$ cat src/shared/uart_lsr_regs.vh
`ifndef UART_LSR_REGS_VH
`define UART_LSR_REGS_VH
// ---------------------------------------------------------------------------
// Register offsets (byte addresses, 8-bit address bus)
// ---------------------------------------------------------------------------
`define ADDR_LINE_STATUS   8'h05
`define ADDR_IRQ_STATUS    8'h10
`define ADDR_IRQ_MASK      8'h14
`define ADDR_CONTROL       8'h18
// ---------------------------------------------------------------------------
// Line status field positions
// ---------------------------------------------------------------------------
`define BIT_RX_FIFO_ERR    7
`define BIT_TX_ALL_EMPTY   6
`define BIT_TX_HOLD_EMPTY  5
`define BIT_BREAK          4
`define BIT_FRAMING_ERR    3
// Interrupt status bit positions
`define IRQ_BIT_HOLD_EMPTY 0
`define IRQ_BIT_BREAK      1
`define IRQ_BIT_FRAME      2
`define IRQ_BIT_RXERR      3
// Control register bits
`define CTRL_BIT_FIFO_MODE 0
`define CTRL_BIT_THR_IE    1
// Reset values
`define RST_CONTROL        8'h00
`define RST_IRQ_MASK       8'h00
// Receive FIFO depth, entries
`define RX_FIFO_DEPTH      32
`define RX_PTR_W           5
`endif

$ cat src/design/rx_tag_mem.v
`timescale 1ns/1ns
// ---------------------------------------------------------------------------
// Error tag memory for receive FIFO entries, registered read
// ---------------------------------------------------------------------------
`include "uart_lsr_regs.vh"
module rx_tag_mem (
  // Clock
  input  wire                   core_clk,
  // Write side
  input  wire                   wr_en,
  input  wire [`RX_PTR_W-1:0]   wr_addr,
  input  wire [2:0]             wr_data,
  // Read side
  input  wire [`RX_PTR_W-1:0]   rd_addr,
  output reg  [2:0]             rd_data_ff
);
  reg [2:0] mem [0:`RX_FIFO_DEPTH-1];

  // Write port, no reset on storage
  always @(posedge core_clk) begin
    if (wr_en) begin
      mem[wr_addr] <= wr_data;
    end
  end

  // Registered read
  always @(posedge core_clk) begin
    rd_data_ff <= mem[rd_addr];
  end
endmodule // rx_tag_mem

$ cat src/design/uart_line_status_flags.v
`timescale 1ns/1ns
// Function
// (RULE1) Bit 7 set while any FIFO entry carries parity, framing or break; the code read-clears it even while such entries remain.
// (RULE2) Reading line status clears bit 7.
// (RULE3) Non-FIFO: bit 6 high when holding and shift registers both empty.
// (RULE4) Bit 6 low whenever holding or shift register holds a character; in FIFO mode the code ignores the holding register (thr_full).
// (RULE5) FIFO mode: bit 6 high only when transmit FIFO and shift empty.
// (RULE6) Non-FIFO: bit 5 set when holding register moves into shift register.
// (RULE7) Bit 5 cleared in the cycle the host writes the holding register.
// (RULE8) Interrupt while bit 5 set and holding interrupt enable set.
// (RULE9) FIFO mode: bit 5 set when transmit FIFO empties, cleared on write.
// (RULE10) Bit 4 set when receive input low a full frame; resets to 0.
// (RULE11) FIFO mode: only one break character loaded per break condition.
// (RULE12) Bit 3 zero after reset and when no framing error applies.
// (RULE13) Bit 3 set on missing stop bit; FIFO mode reports top entry.
// (RULE14) Host writes to line status are ignored.
`include "uart_lsr_regs.vh"
module uart_line_status_flags (
  // Clock and reset
  input  wire        core_clk,
  input  wire        rstn,
  // Register port
  input  wire [7:0]  addr,
  input  wire [7:0]  wdata,
  input  wire        wr,
  input  wire        rd,
  output reg  [7:0]  rdata_ff,
  // Transmit side state
  input  wire        thr_write,
  input  wire        thr_to_tsr,
  input  wire        thr_full,
  input  wire        tsr_busy,
  input  wire        tx_fifo_empty,
  // Receiver events
  input  wire        rx_char_done,
  input  wire        rx_parity_err,
  input  wire        rx_frame_err,
  input  wire        rx_break_frame,
  input  wire        rx_line_high,
  input  wire        rx_pop,
  // Receive FIFO load request
  output wire        rx_push,
  output reg  [2:0]  rx_top_tags_ff,
  // Interrupt
  output wire        irq,
  output wire        thr_irq
);
  // -------------------------------------------------------------------------
  // Helpers
  // -------------------------------------------------------------------------
  function sel;
    input [7:0] a;
    input [7:0] ref_a;
    begin
      sel = (a == ref_a);
    end
  endfunction

  reg  [7:0]             ctrl_ff;
  reg  [3:0]             irq_mask_ff;
  reg  [3:0]             irq_stat_ff;
  reg                    hold_empty_ff;
  reg                    break_ff;
  reg                    frame_ff;
  reg                    rx_err_ff;
  reg                    in_break_ff;
  reg  [`RX_PTR_W-1:0]   wptr_ff;
  reg  [`RX_PTR_W-1:0]   rptr_ff;
  reg  [`RX_PTR_W:0]     count_ff;
  reg  [`RX_PTR_W:0]     err_count_ff;
  wire [2:0]             rd_tags;
  wire                   fifo_mode;
  wire                   rd_lsr;
  wire                   all_empty;
  wire                   pop_ok;
  wire                   push_err;
  wire                   pop_err;
  wire [7:0]             lsr_val;
  wire [3:0]             irq_events;

  assign fifo_mode = ctrl_ff[`CTRL_BIT_FIFO_MODE];
  assign rd_lsr    = rd && sel(addr, `ADDR_LINE_STATUS);

  // -------------------------------------------------------------------------
  // Software registers
  // -------------------------------------------------------------------------
  // Control and mask writes; line status has no write path
  // (RULE14) writes ignored
  always @(posedge core_clk) begin
    if (!rstn) begin
      ctrl_ff     <= `RST_CONTROL;
      irq_mask_ff <= 4'h0;
    end else if (wr) begin
      if (sel(addr, `ADDR_CONTROL)) begin
        ctrl_ff <= wdata;
      end
      if (sel(addr, `ADDR_IRQ_MASK)) begin
        irq_mask_ff <= wdata[3:0];
      end
    end
  end

  // -------------------------------------------------------------------------
  // Transmit flags
  // -------------------------------------------------------------------------
  // (RULE3) (RULE4) (RULE5) empty combine
  assign all_empty = fifo_mode ? (tx_fifo_empty && !tsr_busy)
                               : (!thr_full && !tsr_busy);

  // Holding-empty flag; a host write wins over a simultaneous transfer
  always @(posedge core_clk) begin
    if (!rstn) begin
      hold_empty_ff <= 1'b1;
    // (RULE7) clear on write
    end else if (thr_write) begin
      hold_empty_ff <= 1'b0;
    // (RULE9) FIFO emptied
    end else if (fifo_mode) begin
      hold_empty_ff <= tx_fifo_empty ? 1'b1 : hold_empty_ff;
    // (RULE6) moved to shifter
    end else if (thr_to_tsr) begin
      hold_empty_ff <= 1'b1;
    end
  end

  // (RULE8) holding interrupt
  assign thr_irq = hold_empty_ff && ctrl_ff[`CTRL_BIT_THR_IE];

  // -------------------------------------------------------------------------
  // Break handling
  // -------------------------------------------------------------------------
  // One break entry per condition; rearmed once the line idles high
  // (RULE11) single break load
  always @(posedge core_clk) begin
    if (!rstn) begin
      in_break_ff <= 1'b0;
    end else if (rx_char_done && rx_break_frame) begin
      in_break_ff <= 1'b1;
    end else if (rx_line_high) begin
      in_break_ff <= 1'b0;
    end
  end

  assign rx_push = rx_char_done && !(rx_break_frame && in_break_ff)
                   && (count_ff != `RX_FIFO_DEPTH);

  // -------------------------------------------------------------------------
  // Receive tag FIFO
  // -------------------------------------------------------------------------
  rx_tag_mem u_tags (
    .core_clk   (core_clk),
    .wr_en      (rx_push && fifo_mode),
    .wr_addr    (wptr_ff),
    .wr_data    ({rx_break_frame, rx_frame_err, rx_parity_err}),
    .rd_addr    (rx_pop ? rptr_ff + 1'b1 : rptr_ff),
    .rd_data_ff (rd_tags)
  );

  assign pop_ok   = rx_pop && (count_ff != 0);
  assign push_err = rx_push && fifo_mode && (rx_break_frame || rx_frame_err || rx_parity_err);
  assign pop_err  = pop_ok && (rx_top_tags_ff != 3'h0);

  // Pointers, fill count and count of erroneous entries held
  always @(posedge core_clk) begin
    if (!rstn || !fifo_mode) begin
      wptr_ff      <= {`RX_PTR_W{1'b0}};
      rptr_ff      <= {`RX_PTR_W{1'b0}};
      count_ff     <= 6'h00;
      err_count_ff <= 6'h00;
    end else begin
      if (rx_push) begin
        wptr_ff <= wptr_ff + 1'b1;
      end
      if (pop_ok) begin
        rptr_ff <= rptr_ff + 1'b1;
      end
      count_ff     <= count_ff + {5'h00, rx_push} - {5'h00, pop_ok};
      err_count_ff <= err_count_ff + {5'h00, push_err} - {5'h00, pop_err};
    end
  end

  // Top entry tags; memory read lags one cycle so track count too.
  // A freshly pushed entry into an empty FIFO shows up here two
  // cycles after the push; software reading sooner sees the old top.
  // Trade-off: no bypass path, keeping the read port fully registered.
  always @(posedge core_clk) begin
    if (!rstn) begin
      rx_top_tags_ff <= 3'h0;
    end else if (count_ff == 0 && !rx_push) begin
      rx_top_tags_ff <= 3'h0;
    end else begin
      rx_top_tags_ff <= rd_tags;
    end
  end

  // -------------------------------------------------------------------------
  // Receive flags
  // -------------------------------------------------------------------------
  // Set beats the read-clear so a coinciding event is kept.
  // In FIFO mode the framing bit is not read-cleared: it tracks the
  // top entry and changes when that entry is popped or a push fills an empty FIFO.
  always @(posedge core_clk) begin
    if (!rstn) begin
      break_ff  <= 1'b0;
      frame_ff  <= 1'b0;
      rx_err_ff <= 1'b0;
    end else begin
      // (RULE10) break detect
      if (rx_char_done && rx_break_frame) begin
        break_ff <= 1'b1;
      end else if (rd_lsr) begin
        break_ff <= 1'b0;
      end
      // (RULE12) (RULE13) framing report
      if (fifo_mode) begin
        frame_ff <= rx_top_tags_ff[1];
      end else if (rx_char_done) begin
        frame_ff <= rx_frame_err;
      end else if (rd_lsr) begin
        frame_ff <= 1'b0;
      end
      // (RULE1) (RULE2) error aggregate
      if (push_err) begin
        rx_err_ff <= 1'b1;
      end else if (rd_lsr || err_count_ff == 0) begin
        rx_err_ff <= 1'b0;
      end
    end
  end

  assign lsr_val = {rx_err_ff, all_empty, hold_empty_ff, break_ff, frame_ff, 3'b000};

  // -------------------------------------------------------------------------
  // Interrupt status, cleared by read, set wins
  // -------------------------------------------------------------------------
  assign irq_events = {push_err, rx_char_done && rx_frame_err,
                       rx_char_done && rx_break_frame, thr_to_tsr || (fifo_mode && tx_fifo_empty)};

  always @(posedge core_clk) begin
    if (!rstn) begin
      irq_stat_ff <= 4'h0;
    end else if (rd && sel(addr, `ADDR_IRQ_STATUS)) begin
      irq_stat_ff <= irq_events;
    end else begin
      irq_stat_ff <= irq_stat_ff | irq_events;
    end
  end

  assign irq = |(irq_stat_ff & irq_mask_ff) || thr_irq;

  // -------------------------------------------------------------------------
  // Read data, one cycle after strobe
  // -------------------------------------------------------------------------
  always @(posedge core_clk) begin
    if (!rstn) begin
      rdata_ff <= 8'h00;
    end else if (rd) begin
      case (addr)
        `ADDR_LINE_STATUS: rdata_ff <= lsr_val;
        `ADDR_IRQ_STATUS:  rdata_ff <= {4'h0, irq_stat_ff};
        `ADDR_IRQ_MASK:    rdata_ff <= {4'h0, irq_mask_ff};
        `ADDR_CONTROL:     rdata_ff <= ctrl_ff;
        default:           rdata_ff <= 8'h00;
      endcase
    end else begin
      rdata_ff <= 8'h00;
    end
  end
endmodule // uart_line_status_flags

$ cat config.mk
export PLATFORM = sky130hd
export DESIGN_NAME = uart_line_status_flags
export DESIGN_NICKNAME = d
export VERILOG_FILES = /design/src/design/rx_tag_mem.v /design/src/design/uart_line_status_flags.v
export VERILOG_INCLUDE_DIRS = /design/src /design/src/shared
export SDC_FILE = /design/constraint.sdc
export NUM_CORES = 1
export LEC_CHECK = 0
export ABC_CLOCK_PERIOD_IN_PS = 4500
export BUFFER_PORTS_ARGS = -buffer_cell sky130_fd_sc_hd__buf_4
export CAP_MARGIN = 25
export CORE_MARGIN = 5
export CORE_UTILIZATION = 35
export CTS_BUF_LIST = sky130_fd_sc_hd__clkbuf_16
export DETAILED_ROUTE_END_ITERATION = 12
export MAX_ROUTING_LAYER = met4
export REMOVE_ABC_BUFFERS = 1
export SETUP_SLACK_MARGIN = 0.05
export SYNTH_ARGS = -nofsm -noshare
export SYNTH_HDL_FRONTEND = slang
export SYNTH_HIERARCHICAL = 1
export SYNTH_SLANG_ARGS = --single-unit
$ cat constraint.sdc
create_clock -name core_clk -period 4.5 [get_ports core_clk]
set_clock_uncertainty 0.05 [all_clocks]
set_input_delay 0.675 -clock core_clk [delete_from_list [all_inputs] [get_ports core_clk]]
set_output_delay 0.675 -clock core_clk [all_outputs]
set_load 0.02 [all_outputs]
==> out/results.ini, run 1 <==
[place]
numPortBuffers = 44
dpl_worst_slack_ps = 1109
dp_hpwl_um = 9994
gp_congestion = 0.8303

[synthesis]
synth_area_leader_cell = edfxtp_1
yosys.area.top_type_share = 0.4357
async_reset_ff_frac = 0
synth_area_leaders = edfxtp_1 (44%), dfxtp_1 (17%), mux4_2 (9.9%)
ys_seq_area_frac = 0.6082
yosysUniqueCellTypes = 55
netlist_instances = 498
synth_edf_count = 96
avgSynthCellArea_sq_um = 13.29
syn_area_sq_um = 6616
ys.flop_type = edfxtp_1
ys_warn_count = 6
synth-seq-cells = 153

[layout]
multi_input_area_sq_um = 2431
postLayoutCoreUtil = 0.4149
area_growth_syn_to_layout_pct = 16.91
layout_common_cells = edfxtp_1 (96), nor2_1 (62), dfxtp_1 (57)
regArea_sq_um = 4024
antenna_cells = 0
fillers = 1716
final_common_cell = edfxtp_1
nets = 596
drive_gt1_frac = 0.2083

[floorplan]
start_util = 0.3549
die-height_um = 147.5
die_w_um = 147.5
row_count = 50
die_area_sq_um = 21750
fp.coreArea_sq_um = 18640
io_pins = 45

[detailed_routing]
via_count = 4110
avgRoutedWirePerCell_um = 17.96
via_per_inst = 5.196
route.detailed.drc = 0
antenna_left = 0
firstDrtPassIters = 4
drt-initial-drc-count = 348
drt_wl_total_um = 14210

[timing]
layout_setup_ws_ps = 1354
finalSetupTns_ps = 0
layout_worst_path_cycle_share = 0.6991
rsz0062_at_grt = false
setup_viol = 0
relSlewSlack = 0.4397
finalHoldViolations = 0
worstMarginPinSlew_ps = 839.2
finalMaxSlewViolations = 0
period_minus_slack_ps = 3146
max_freq_mhz = 317.9

[clock_tree]
cts_made_buffers = 17
postCtsSetupBuffers = 0
post_cts_resized = 0
cts.clk_slew.worst_paths_ps = 60
clockBufferDepth = 2
hold_buffers = 0
clock-root-buffer = clkbuf_16
cts_tree = built
clock_latency_ps = 410
h-tree-depth = 4
clock-sinks = 153

[worst_setup_path]
r2r-start = count_ff[2]$_SDFF_PP0_
required_ps = 4720
path_max_fanout = 6
r2r_slack_ps = 1350
critPathKind = flip-flop to flip-flop
cp-start-kind = flip-flop
critPathCaptureType = flip-flop
rr_endpoint = err_count_ff[4]$_SDFF_PP0_
cp.arrival_ps = 3370
reg2reg_depth = 13

[global_route]
grt_pass1_vias = 4164
overflow = 0
grt_usage = 0.1368
grt_pass1_wl_um = 22490
grt_max_degree = 43
antenna_found_initial = 0

[pwr]
power_switching_mw = 0.5727
p_comb_frac = 0.035
seq_power_share = 0.516
peakVddDrop_mv = 0.2337
leakage_nw = 2.628
powerDensity_nw_per_um2 = 376.0
clkPwrFrac = 0.450
p_int_mw = 2.336
power_mw = 2.908
swShare = 0.1969

[hold_path]
min_path_cells = 2
hold_path.class = flip-flop to flip-flop
min_from = u_tags/rd_data_ff[2]$_DFF_P_
hold_end = rx_top_tags_ff[2]$_SDFF_PP0_

[flow_run]
maxCapViolCount = 0

[outcome]
outcome = completed

[sequential cells by signal, indices dropped and copies added (netlist names)]
name	count
ctrl_ff	8
u_tags/rd_data_ff	3
irq_mask_ff	4
rdata_ff	8
irq_stat_ff	4
wptr_ff	5
count_ff	6
in_break_ff	1
frame_ff	1
break_ff	1
err_count_ff	6
rptr_ff	5
u_tags/mem	96
rx_err_ff	1
rx_top_tags_ff	3
hold_empty_ff	1
[final cells by class]
cell class,instances,area share
Clock buffer,17,0.05500
Clock inverter,15,0.01537
Inverter,24,0.01165
Multi-Input combinational cell,301,0.3143
Sequential cell,153,0.5202
Tap cell,234,0.03785
Timing Repair Buffer,47,0.04562
[layer usage]
metal / vias to the layer above / wire (um) / global-route usage
met5: - / 0 / -
met4: 0 / 92 / 0.04147
met3: 4 / 608 / 0.03342
met2: 83 / 7195 / 0.2129
met1: 2076 / 6311 / 0.1787
li1: 1947 / - / -
[power groups by stage]
stage / registers [mW] / clock network (mW) / logic [mW]
3_5_place_dp: 1.53 / 0 / 0.102
3_3_place_gp: 1.53 / 0 / 0.102
6_report: 1.50 / 1.31 / 0.101
4_1_cts: 1.50 / 1.34 / 0.103
2_1_floorplan: 1.53 / 0 / 0.0411
5_1_grt: 1.50 / 1.40 / 0.111
[kinds of logic after synthesis]
logic type,share of synthesized area
simple gates,0.1220
compound gates,0.06279
xor+xnor,0.02118
flops,0.6082
mux,0.1155
buf+inv,0.02837
fa+ha+maj,0.04198
[metrics by stage]
step / instance area [sq um] / hold WS [ps] / cells
2_1_floorplan: 6519 / 343.6 / 478
3_3_place_gp: 7191 / 390.7 / 759
3_5_place_dp: 7191 / 389.7 / 759
4_1_cts: 7735 / 399.6 / 791
5_1_grt: 7735 / 406.9 / 791
6_report: 7735 / 388.8 / 791
[how the worst max path moves through the flow]
stage / to / depth (start not counted) / slack, ps / startpoint
2_1_floorplan: u_tags/rd_data_ff[2]$_DFF_P_ / 4 / 310 / rx_pop
3_3_place_gp: err_count_ff[4]$_SDFF_PP0_ / 12 / 1200 / rx_break_frame
3_5_place_dp: err_count_ff[4]$_SDFF_PP0_ / 12 / 1110 / rx_break_frame
4_1_cts: err_count_ff[4]$_SDFF_PP0_ / 13 / 1360 / count_ff[2]$_SDFF_PP0_
5_1_grt: err_count_ff[4]$_SDFF_PP0_ / 13 / 1110 / count_ff[2]$_SDFF_PP0_
6_report: err_count_ff[4]$_SDFF_PP0_ / 13 / 1350 / count_ff[2]$_SDFF_PP0_
[worst max-delay path: stages, from the launching register on]
cell and delay (ps):
dfxtp_1 340, inv_1 70, ha_1 220, and4bb_2 300
nor3_1 430, o31ai_1 160, ha_1 310, inv_1 40
ha_1 200, fa_1 440, a21oi_1 180, o21bai_1 90
xnor2_1 140, nor2_1 50
[cells in the mapped netlist (4+ instances only)]
master / instances
a22oi_1: 4
and3_1: 6
nand4_1: 5
nor4_1: 5
nand3_1: 20
a21o_1: 4
clkbuf_1: 13
inv_1: 24
nor3_1: 6
or3_1: 4
ha_1: 19
buf_1: 4
nand3b_1: 6
o21ai_0: 23
mux2i_1: 4
a21oi_1: 15
mux2_2: 4
nor2_1: 62
nand2b_1: 5
nand2_1: 26
edfxtp_1: 96
dfxtp_1: 57
xnor2_1: 13
mux4_2: 29
No activity file was read; power rests on OpenSTA's default activity.
==> run 2: changes to the inputs <==
--- a/config.mk
+++ b/config.mk
@@ -6,7 +6,7 @@
 export SDC_FILE = /design/constraint.sdc
 export NUM_CORES = 1
 export LEC_CHECK = 0
-export ABC_CLOCK_PERIOD_IN_PS = 4500
+export ABC_CLOCK_PERIOD_IN_PS = 2800
 export BUFFER_PORTS_ARGS = -buffer_cell sky130_fd_sc_hd__buf_4
 export CAP_MARGIN = 25
 export CORE_MARGIN = 5
==> constraint.sdc (replaced) <==
create_clock -name core_clk -period 2.8 [get_ports core_clk]
set_clock_uncertainty 0.05 [all_clocks]
set_input_delay 0.42 -clock core_clk [delete_from_list [all_inputs] [get_ports core_clk]]
set_output_delay 0.42 -clock core_clk [all_outputs]
set_load 0.02 [all_outputs]
==> run 2 against run 1 <==
Effect of this change: global-route usage about the same; core utilization increased by 1.1 points; worst setup slack got worse by 1100 ps; clock power increased by 70%; critical endpoint unchanged; largest cell class unchanged; highest routed layer unchanged.
==> out/results.ini, run 2 (same netlist as run 1, synthesis figures left out) <==
[worst_setup_path]
critical_path.endpoint = err_count_ff[4]$_SDFF_PP0_
path_max_fanout = 2  ; -4
required_ps = 3060  ; -1660 ps
crit_start = count_ff[2]$_SDFF_PP0_
worstPathCellList = inv_1, ha_1, and4bb_2, nor3_4, o31ai_2, ha_1, inv_1, ha_1, fa_2, a21oi_2, o21bai_1, xnor2_1, nor2_1
cp.arrival_ps = 2850  ; -520 ps
critPathTopFamily = adder cells
cp_common_cell = ha_1
critPathKind = flip-flop to flip-flop
cp.buffers_inverters = 2  ; unchanged
worstSetupPathDepth = 13  ; unchanged
reg2reg_depth = 13  ; unchanged
critPathCaptureType = flip-flop
r2r_slack_ps = 210  ; -1150 ps
r2r-start = count_ff[2]$_SDFF_PP0_
rr_endpoint = err_count_ff[4]$_SDFF_PP0_
critPathSlowestCell = fa_2
cp-start-kind = flip-flop
max_stage_delay_ps = 370  ; -70 ps

[pwr]
p_int_mw = 3.741  ; +60%
p_comb_frac = 0.036  ; about the same
seq_power_share = 0.501  ; -0.015
leakage_nw = 2.714  ; +3.3%
powerDensity_nw_per_um2 = 605.2  ; +61%
power_switching_mw = 1.068  ; +86%
peakVddDrop_mv = 0.3892  ; +67%
clkPwrFrac = 0.463  ; +0.013
swShare = 0.2221  ; +0.02515

[global_route]
grt_max_degree = 43  ; unchanged
grt_pass1_vias = 4318  ; +3.7%
grt_usage = 0.1366  ; -0.0001446
antenna_found_initial = 0  ; unchanged
grt_pass1_wl_um = 22360  ; -0.56%
overflow = 0  ; unchanged

[detailed_routing]
via_per_inst = 5.065  ; -2.5%
firstDrtPassIters = 4  ; unchanged
avgRoutedWirePerCell_um = 17.12  ; -4.7%
drt_wl_total_um = 13780  ; -3.0%
drt-initial-drc-count = 323  ; -7.2%
route.detailed.drc = 0  ; unchanged
via_count = 4077  ; -0.80%
antenna_left = 0  ; unchanged

[place]
gp_congestion = 0.7975  ; -4.0%
dp_hpwl_um = 9803  ; -1.9%
numPortBuffers = 44  ; unchanged

[timing]
finalMaxSlewViolations = 0  ; unchanged
relSlewSlack = 0.6076  ; +0.1679
layout_worst_path_cycle_share = 0.9260  ; +0.2269
worstMarginPinSlew_ps = 584.1  ; -255.0 ps
hold_ws_ps = 154.8  ; -234.0 ps
period_minus_slack_ps = 2593  ; -553.2 ps
max_freq_mhz = 385.7  ; +21%
setup_viol = 0  ; unchanged
finalSetupTns_ps = 0  ; unchanged
rsz0062_at_grt = true
finalHoldViolations = 0  ; unchanged

[floorplan]
die_w_um = 147.5  ; unchanged
row_count = 50  ; unchanged
start_util = 0.3549  ; unchanged
fp.coreArea_sq_um = 18640  ; unchanged
die_area_sq_um = 21750  ; unchanged
die-height_um = 147.5  ; unchanged
io_pins = 45  ; unchanged

[layout]
fillers = 1707  ; -0.52%
area_growth_syn_to_layout_pct = 20.10
largest_reg_flops = 96  ; unchanged
layout_common_cells = edfxtp_1 (96), nor2_1 (62), buf_4 (59)
reg_top3 = u_tags/mem (96), ctrl_ff (8), rdata_ff (8)
final_common_cell = edfxtp_1
nets = 610  ; +2.3%
largest-register = u_tags/mem
antenna_cells = 0  ; unchanged
drive_gt1_frac = 0.2504  ; +0.04218

[clock_tree]
clock-sinks = 153  ; unchanged
cts_made_buffers = 17  ; unchanged
cts.clk_slew.worst_paths_ps = 60  ; about the same
h-tree-depth = 4  ; unchanged
cts_tree = built
clock_latency_ps = 420  ; about the same
clock-root-buffer = clkbuf_16
clockBufferDepth = 2  ; unchanged

[hold_path]
hold_path.class = primary input to flip-flop

[flow_run]
maxCapViolCount = 0  ; unchanged

[outcome]
outcome = completed

## run 2: cell types whose count changed in the layout (fill, tap and decap cells not counted), sizes merged
cell	previous run	this run
clkinvlp	1	2
buf	47	61
clkinv	9	5
inv	27	31
bufinv	2	1
## run 2: layer usage
| metal | up-vias | routed length [um] | share of wire | track usage |
|---|---|---|---|---|
| met2 | 69 | 7022 | 0.51 | 0.2251 |
| met5 | - | 0 | 0 | - |
| met4 | 0 | 189 | 0.014 | 0.05126 |
| met3 | 11 | 508 | 0.037 | 0.02820 |
| li1 | 1981 | - | - | - |
| met1 | 2016 | 6060 | 0.44 | 0.1670 |
## run 2: worst min path at each step
| stage | from | to | slack [ps] | cells past startpoint |
|---|---|---|---|---|
| final | thr_write | hold_empty_ff$_SDFFE_PN1P_ | 150 | 2 |
| after global routing | thr_write | hold_empty_ff$_SDFFE_PN1P_ | 130 | 2 |
| after CTS | thr_write | hold_empty_ff$_SDFFE_PN1P_ | 140 | 2 |
| after detailed placement | u_tags/rd_data_ff[1]$_DFF_P_ | rx_top_tags_ff[1]$_SDFF_PP0_ | 380 | 2 |
| after global placement | u_tags/rd_data_ff[1]$_DFF_P_ | rx_top_tags_ff[1]$_SDFF_PP0_ | 370 | 2 |
| after floorplan | u_tags/rd_data_ff[0]$_DFF_P_ | rx_top_tags_ff[0]$_SDFF_PP0_ | 340 | 2 |
## run 2: power groups by stage
stage | Sequential (mW) | Combinational, mW | Clock [mW]
finish | 2.41 | 0.175 | 2.23
global route | 2.41 | 0.192 | 2.38
CTS | 2.41 | 0.178 | 2.28
detailed placement | 2.46 | 0.177 | 0
global placement | 2.46 | 0.175 | 0
floorplan | 2.46 | 0.0661 | 0
## run 2: final cells by class
class,count,area (sq um),share of cell area
Clock buffer,17,425.4,0.05353
Sequential cell,153,4024,0.5064
Inverter,24,90.09,0.01134
Tap cell,234,292.8,0.03684
Timing Repair Buffer,61,483.0,0.06078
Multi-Input combinational cell,301,2472,0.3111
Clock inverter,15,158.9,0.02000
## run 2: stage by stage
step	setup WS [ps]	cells	power, mW	utilization	area [sq um]
after floorplan	-1132	478	2.523	-	6519
after global placement	104.6	772	2.632	0.3923	7313
after detailed placement	-25.46	772	2.634	0.3923	7313
after CTS	70.26	804	4.868	0.4240	7905
after global routing	25.27	805	4.984	0.4262	7946
final	207.3	805	4.809	0.4262	7946
## run 2: timing repair
action | CTS | global route
endpoints found under the setup margin | 1 | 3
hold buffers | 0 | 0
buffers inserted | 0 | 1
gates resized for setup | 2 | 5
pin swaps | 0 | 3
==> run 3: changes to the inputs <==
--- a/config.mk
+++ b/config.mk
@@ -14,6 +14,7 @@
 export CTS_BUF_LIST = sky130_fd_sc_hd__clkbuf_16
 export DETAILED_ROUTE_END_ITERATION = 12
 export MAX_ROUTING_LAYER = met4
+export PLACE_DENSITY_LB_ADDON = 0.12
 export REMOVE_ABC_BUFFERS = 1
 export SETUP_SLACK_MARGIN = 0.05
 export SYNTH_ARGS = -nofsm -noshare
==> run 3 against run 2 <==
Effect of this change: total power up 2.9%; flip-flop and latch count unchanged; clock power up 6%; critical path depth down 6; sequential share of layout area about the same; design area up 0.11%; global-route usage up 0.93 points; non-clock buffer count unchanged; sequential power about the same; register-to-register slack better by 30 ps; clock-buffer cell count unchanged; highest routed layer unchanged.
==> out/results.ini, run 3 (same netlist as run 1, synthesis figures left out) <==
[outcome]
outcome = completed

[layout]
fin_cells = 805  ; unchanged
postLayoutCoreUtil = 0.4267  ; +0.0004690
final_common_cell = edfxtp_1
area_growth_syn_to_layout_pct = 20.23
multi_input_area_sq_um = 2456  ; -0.66%
reg_top3 = u_tags/mem (96), ctrl_ff (8), rdata_ff (8)
fillers = 1712  ; +0.29%
antenna_cells = 0  ; unchanged
largest-register = u_tags/mem
nets = 610  ; unchanged
drive_gt1_frac = 0.2434  ; -0.007005
regArea_sq_um = 4025  ; about the same
largest_reg_flops = 96  ; unchanged
layout_common_cells = edfxtp_1 (96), nor2_1 (62), buf_4 (59)

[detailed_routing]
drt_wl_total_um = 14700  ; +6.7%
firstDrtPassIters = 4  ; unchanged
via_count = 4141  ; +1.6%
antenna_left = 0  ; unchanged
drt-initial-drc-count = 244  ; -24%
route.detailed.drc = 0  ; unchanged
via_per_inst = 5.144  ; +1.6%
avgRoutedWirePerCell_um = 18.26  ; +6.7%

[clock_tree]
cts_made_buffers = 17  ; unchanged
clock-sinks = 153  ; unchanged
hold_buffers = 0  ; unchanged
clock_latency_ps = 420  ; about the same
h-tree-depth = 4  ; unchanged
cts.clk_slew.worst_paths_ps = 60  ; about the same
clock-root-buffer = clkbuf_16
cts_tree = built
clockBufferDepth = 2  ; unchanged

[floorplan]
die_w_um = 147.5  ; unchanged
io_pins = 45  ; unchanged
die_area_sq_um = 21750  ; unchanged
start_util = 0.3549  ; unchanged
row_count = 50  ; unchanged
die-height_um = 147.5  ; unchanged
fp.coreArea_sq_um = 18640  ; unchanged

[place]
numPortBuffers = 44  ; unchanged
dp_cells = 771  ; -0.13%
dpl_worst_slack_ps = -16.48  ; +8.984 ps
dp_hpwl_um = 10290  ; +5.0%
gp_congestion = 0.7978  ; about the same

[global_route]
overflow = 0  ; unchanged
grt_usage = 0.1460  ; +0.009346
grt_pass1_wl_um = 23690  ; +6.0%
grt_pass1_vias = 4323  ; +0.12%
grt_max_degree = 43  ; unchanged
antenna_found_initial = 0  ; unchanged

[worst_setup_path]
r2r-start = rptr_ff[0]$_SDFFE_PP0P_
path_max_fanout = 24  ; +22
cp.arrival_ps = 2810  ; -40 ps
critPathKind = flip-flop to flip-flop
crit_start = rptr_ff[0]$_SDFFE_PP0P_
required_ps = 3060  ; about the same
cp-start-kind = flip-flop
critPathCaptureType = flip-flop

[pwr]
peakVddDrop_mv = 0.3661  ; -5.9%
powerDensity_nw_per_um2 = 622.1  ; +2.8%
leakage_nw = 2.724  ; +0.36%

[hold_path]
hold_path.class = primary input to flip-flop
min_from = thr_write

[timing]
worstMarginPinSlew_ps = 761.7  ; +177.6 ps
setup_viol = 0  ; unchanged
finalMaxSlewViolations = 0  ; unchanged
period_minus_slack_ps = 2558  ; -34.85 ps
layout_setup_ws_ps = 242.1  ; +34.85 ps
rsz0062_at_grt = false
finalSetupTns_ps = 0  ; unchanged
relSlewSlack = 0.4910  ; -0.1166
max_freq_mhz = 391.0  ; +1.4%
finalHoldViolations = 0  ; unchanged
layout_worst_path_cycle_share = 0.9135  ; -0.01245
hold_ws_ps = 162.6  ; +7.780 ps

[flow_run]
maxCapViolCount = 0  ; unchanged

[run 3: cell types whose count changed in the layout (fill, tap and decap cells not counted), moves of 2 or more]
cell	delta
clkinv_4	-3
inv_1	+2
clkinv_1	+2
bufinv_16	+3
inv_8	-5
[run 3: final timing paths]
check | to | slack [ps] | cells after the start
setup / recovery | u_tags/rd_data_ff[0]$_DFF_P_ | 240 | 7
hold / removal | hold_empty_ff$_SDFFE_PN1P_ | 160 | 2
setup reg to reg | u_tags/rd_data_ff[0]$_DFF_P_ | 240 | 7
hold reg to reg | rx_top_tags_ff[1]$_SDFF_PP0_ | 400 | 2
[run 3: critical path: stages (launching register included)]
cell and delay, ps:
dfxtp_1 490, ha_1 260, nand2_1 100, xnor2_2 180
buf_12 220, mux4_2 360, mux4_2 490, mux2_2 280
[run 3: layer usage]
metal  part of all wire  global-route usage  up-vias  wire length, um
li1                   -                   -     1989                -
met1               0.48              0.1916     2061             7048
met2               0.47              0.2263       76             6972
met3              0.034             0.03679       15              504
met4              0.012             0.04240        0              174
met5                  0                   -        -                0
[run 3: area by class of cell]
type / instances / share of cell area
Clock buffer: 17 / 0.05348
Clock inverter: 15 / 0.02296
Inverter: 24 / 0.01132
Multi-Input combinational cell: 301 / 0.3087
Sequential cell: 153 / 0.5060
Tap cell: 234 / 0.03680
Timing Repair Buffer: 61 / 0.06071
[run 3: through the flow]
stage,total power [mW],instance area [sq um]
floorplan,2.523,6519
global placement,2.636,7306
detailed placement,2.637,7306
CTS,4.999,7919
global route,5.129,7955
finish,4.949,7955
[run 3: timing repair]
action,CTS,global route
gates resized for setup,1,6
endpoints found under the setup margin,1,2
pin swaps,0,3
setup buffers,0,2
[run 3: power by group]
part | leakage [nW] | switching [mW] | internal, mW | total [mW]
combinational | 1.10 | 0.0976 | 0.0802 | 0.178
clock | 0.297 | 0.886 | 1.48 | 2.36
sequential | 1.33 | 0.00800 | 2.40 | 2.41
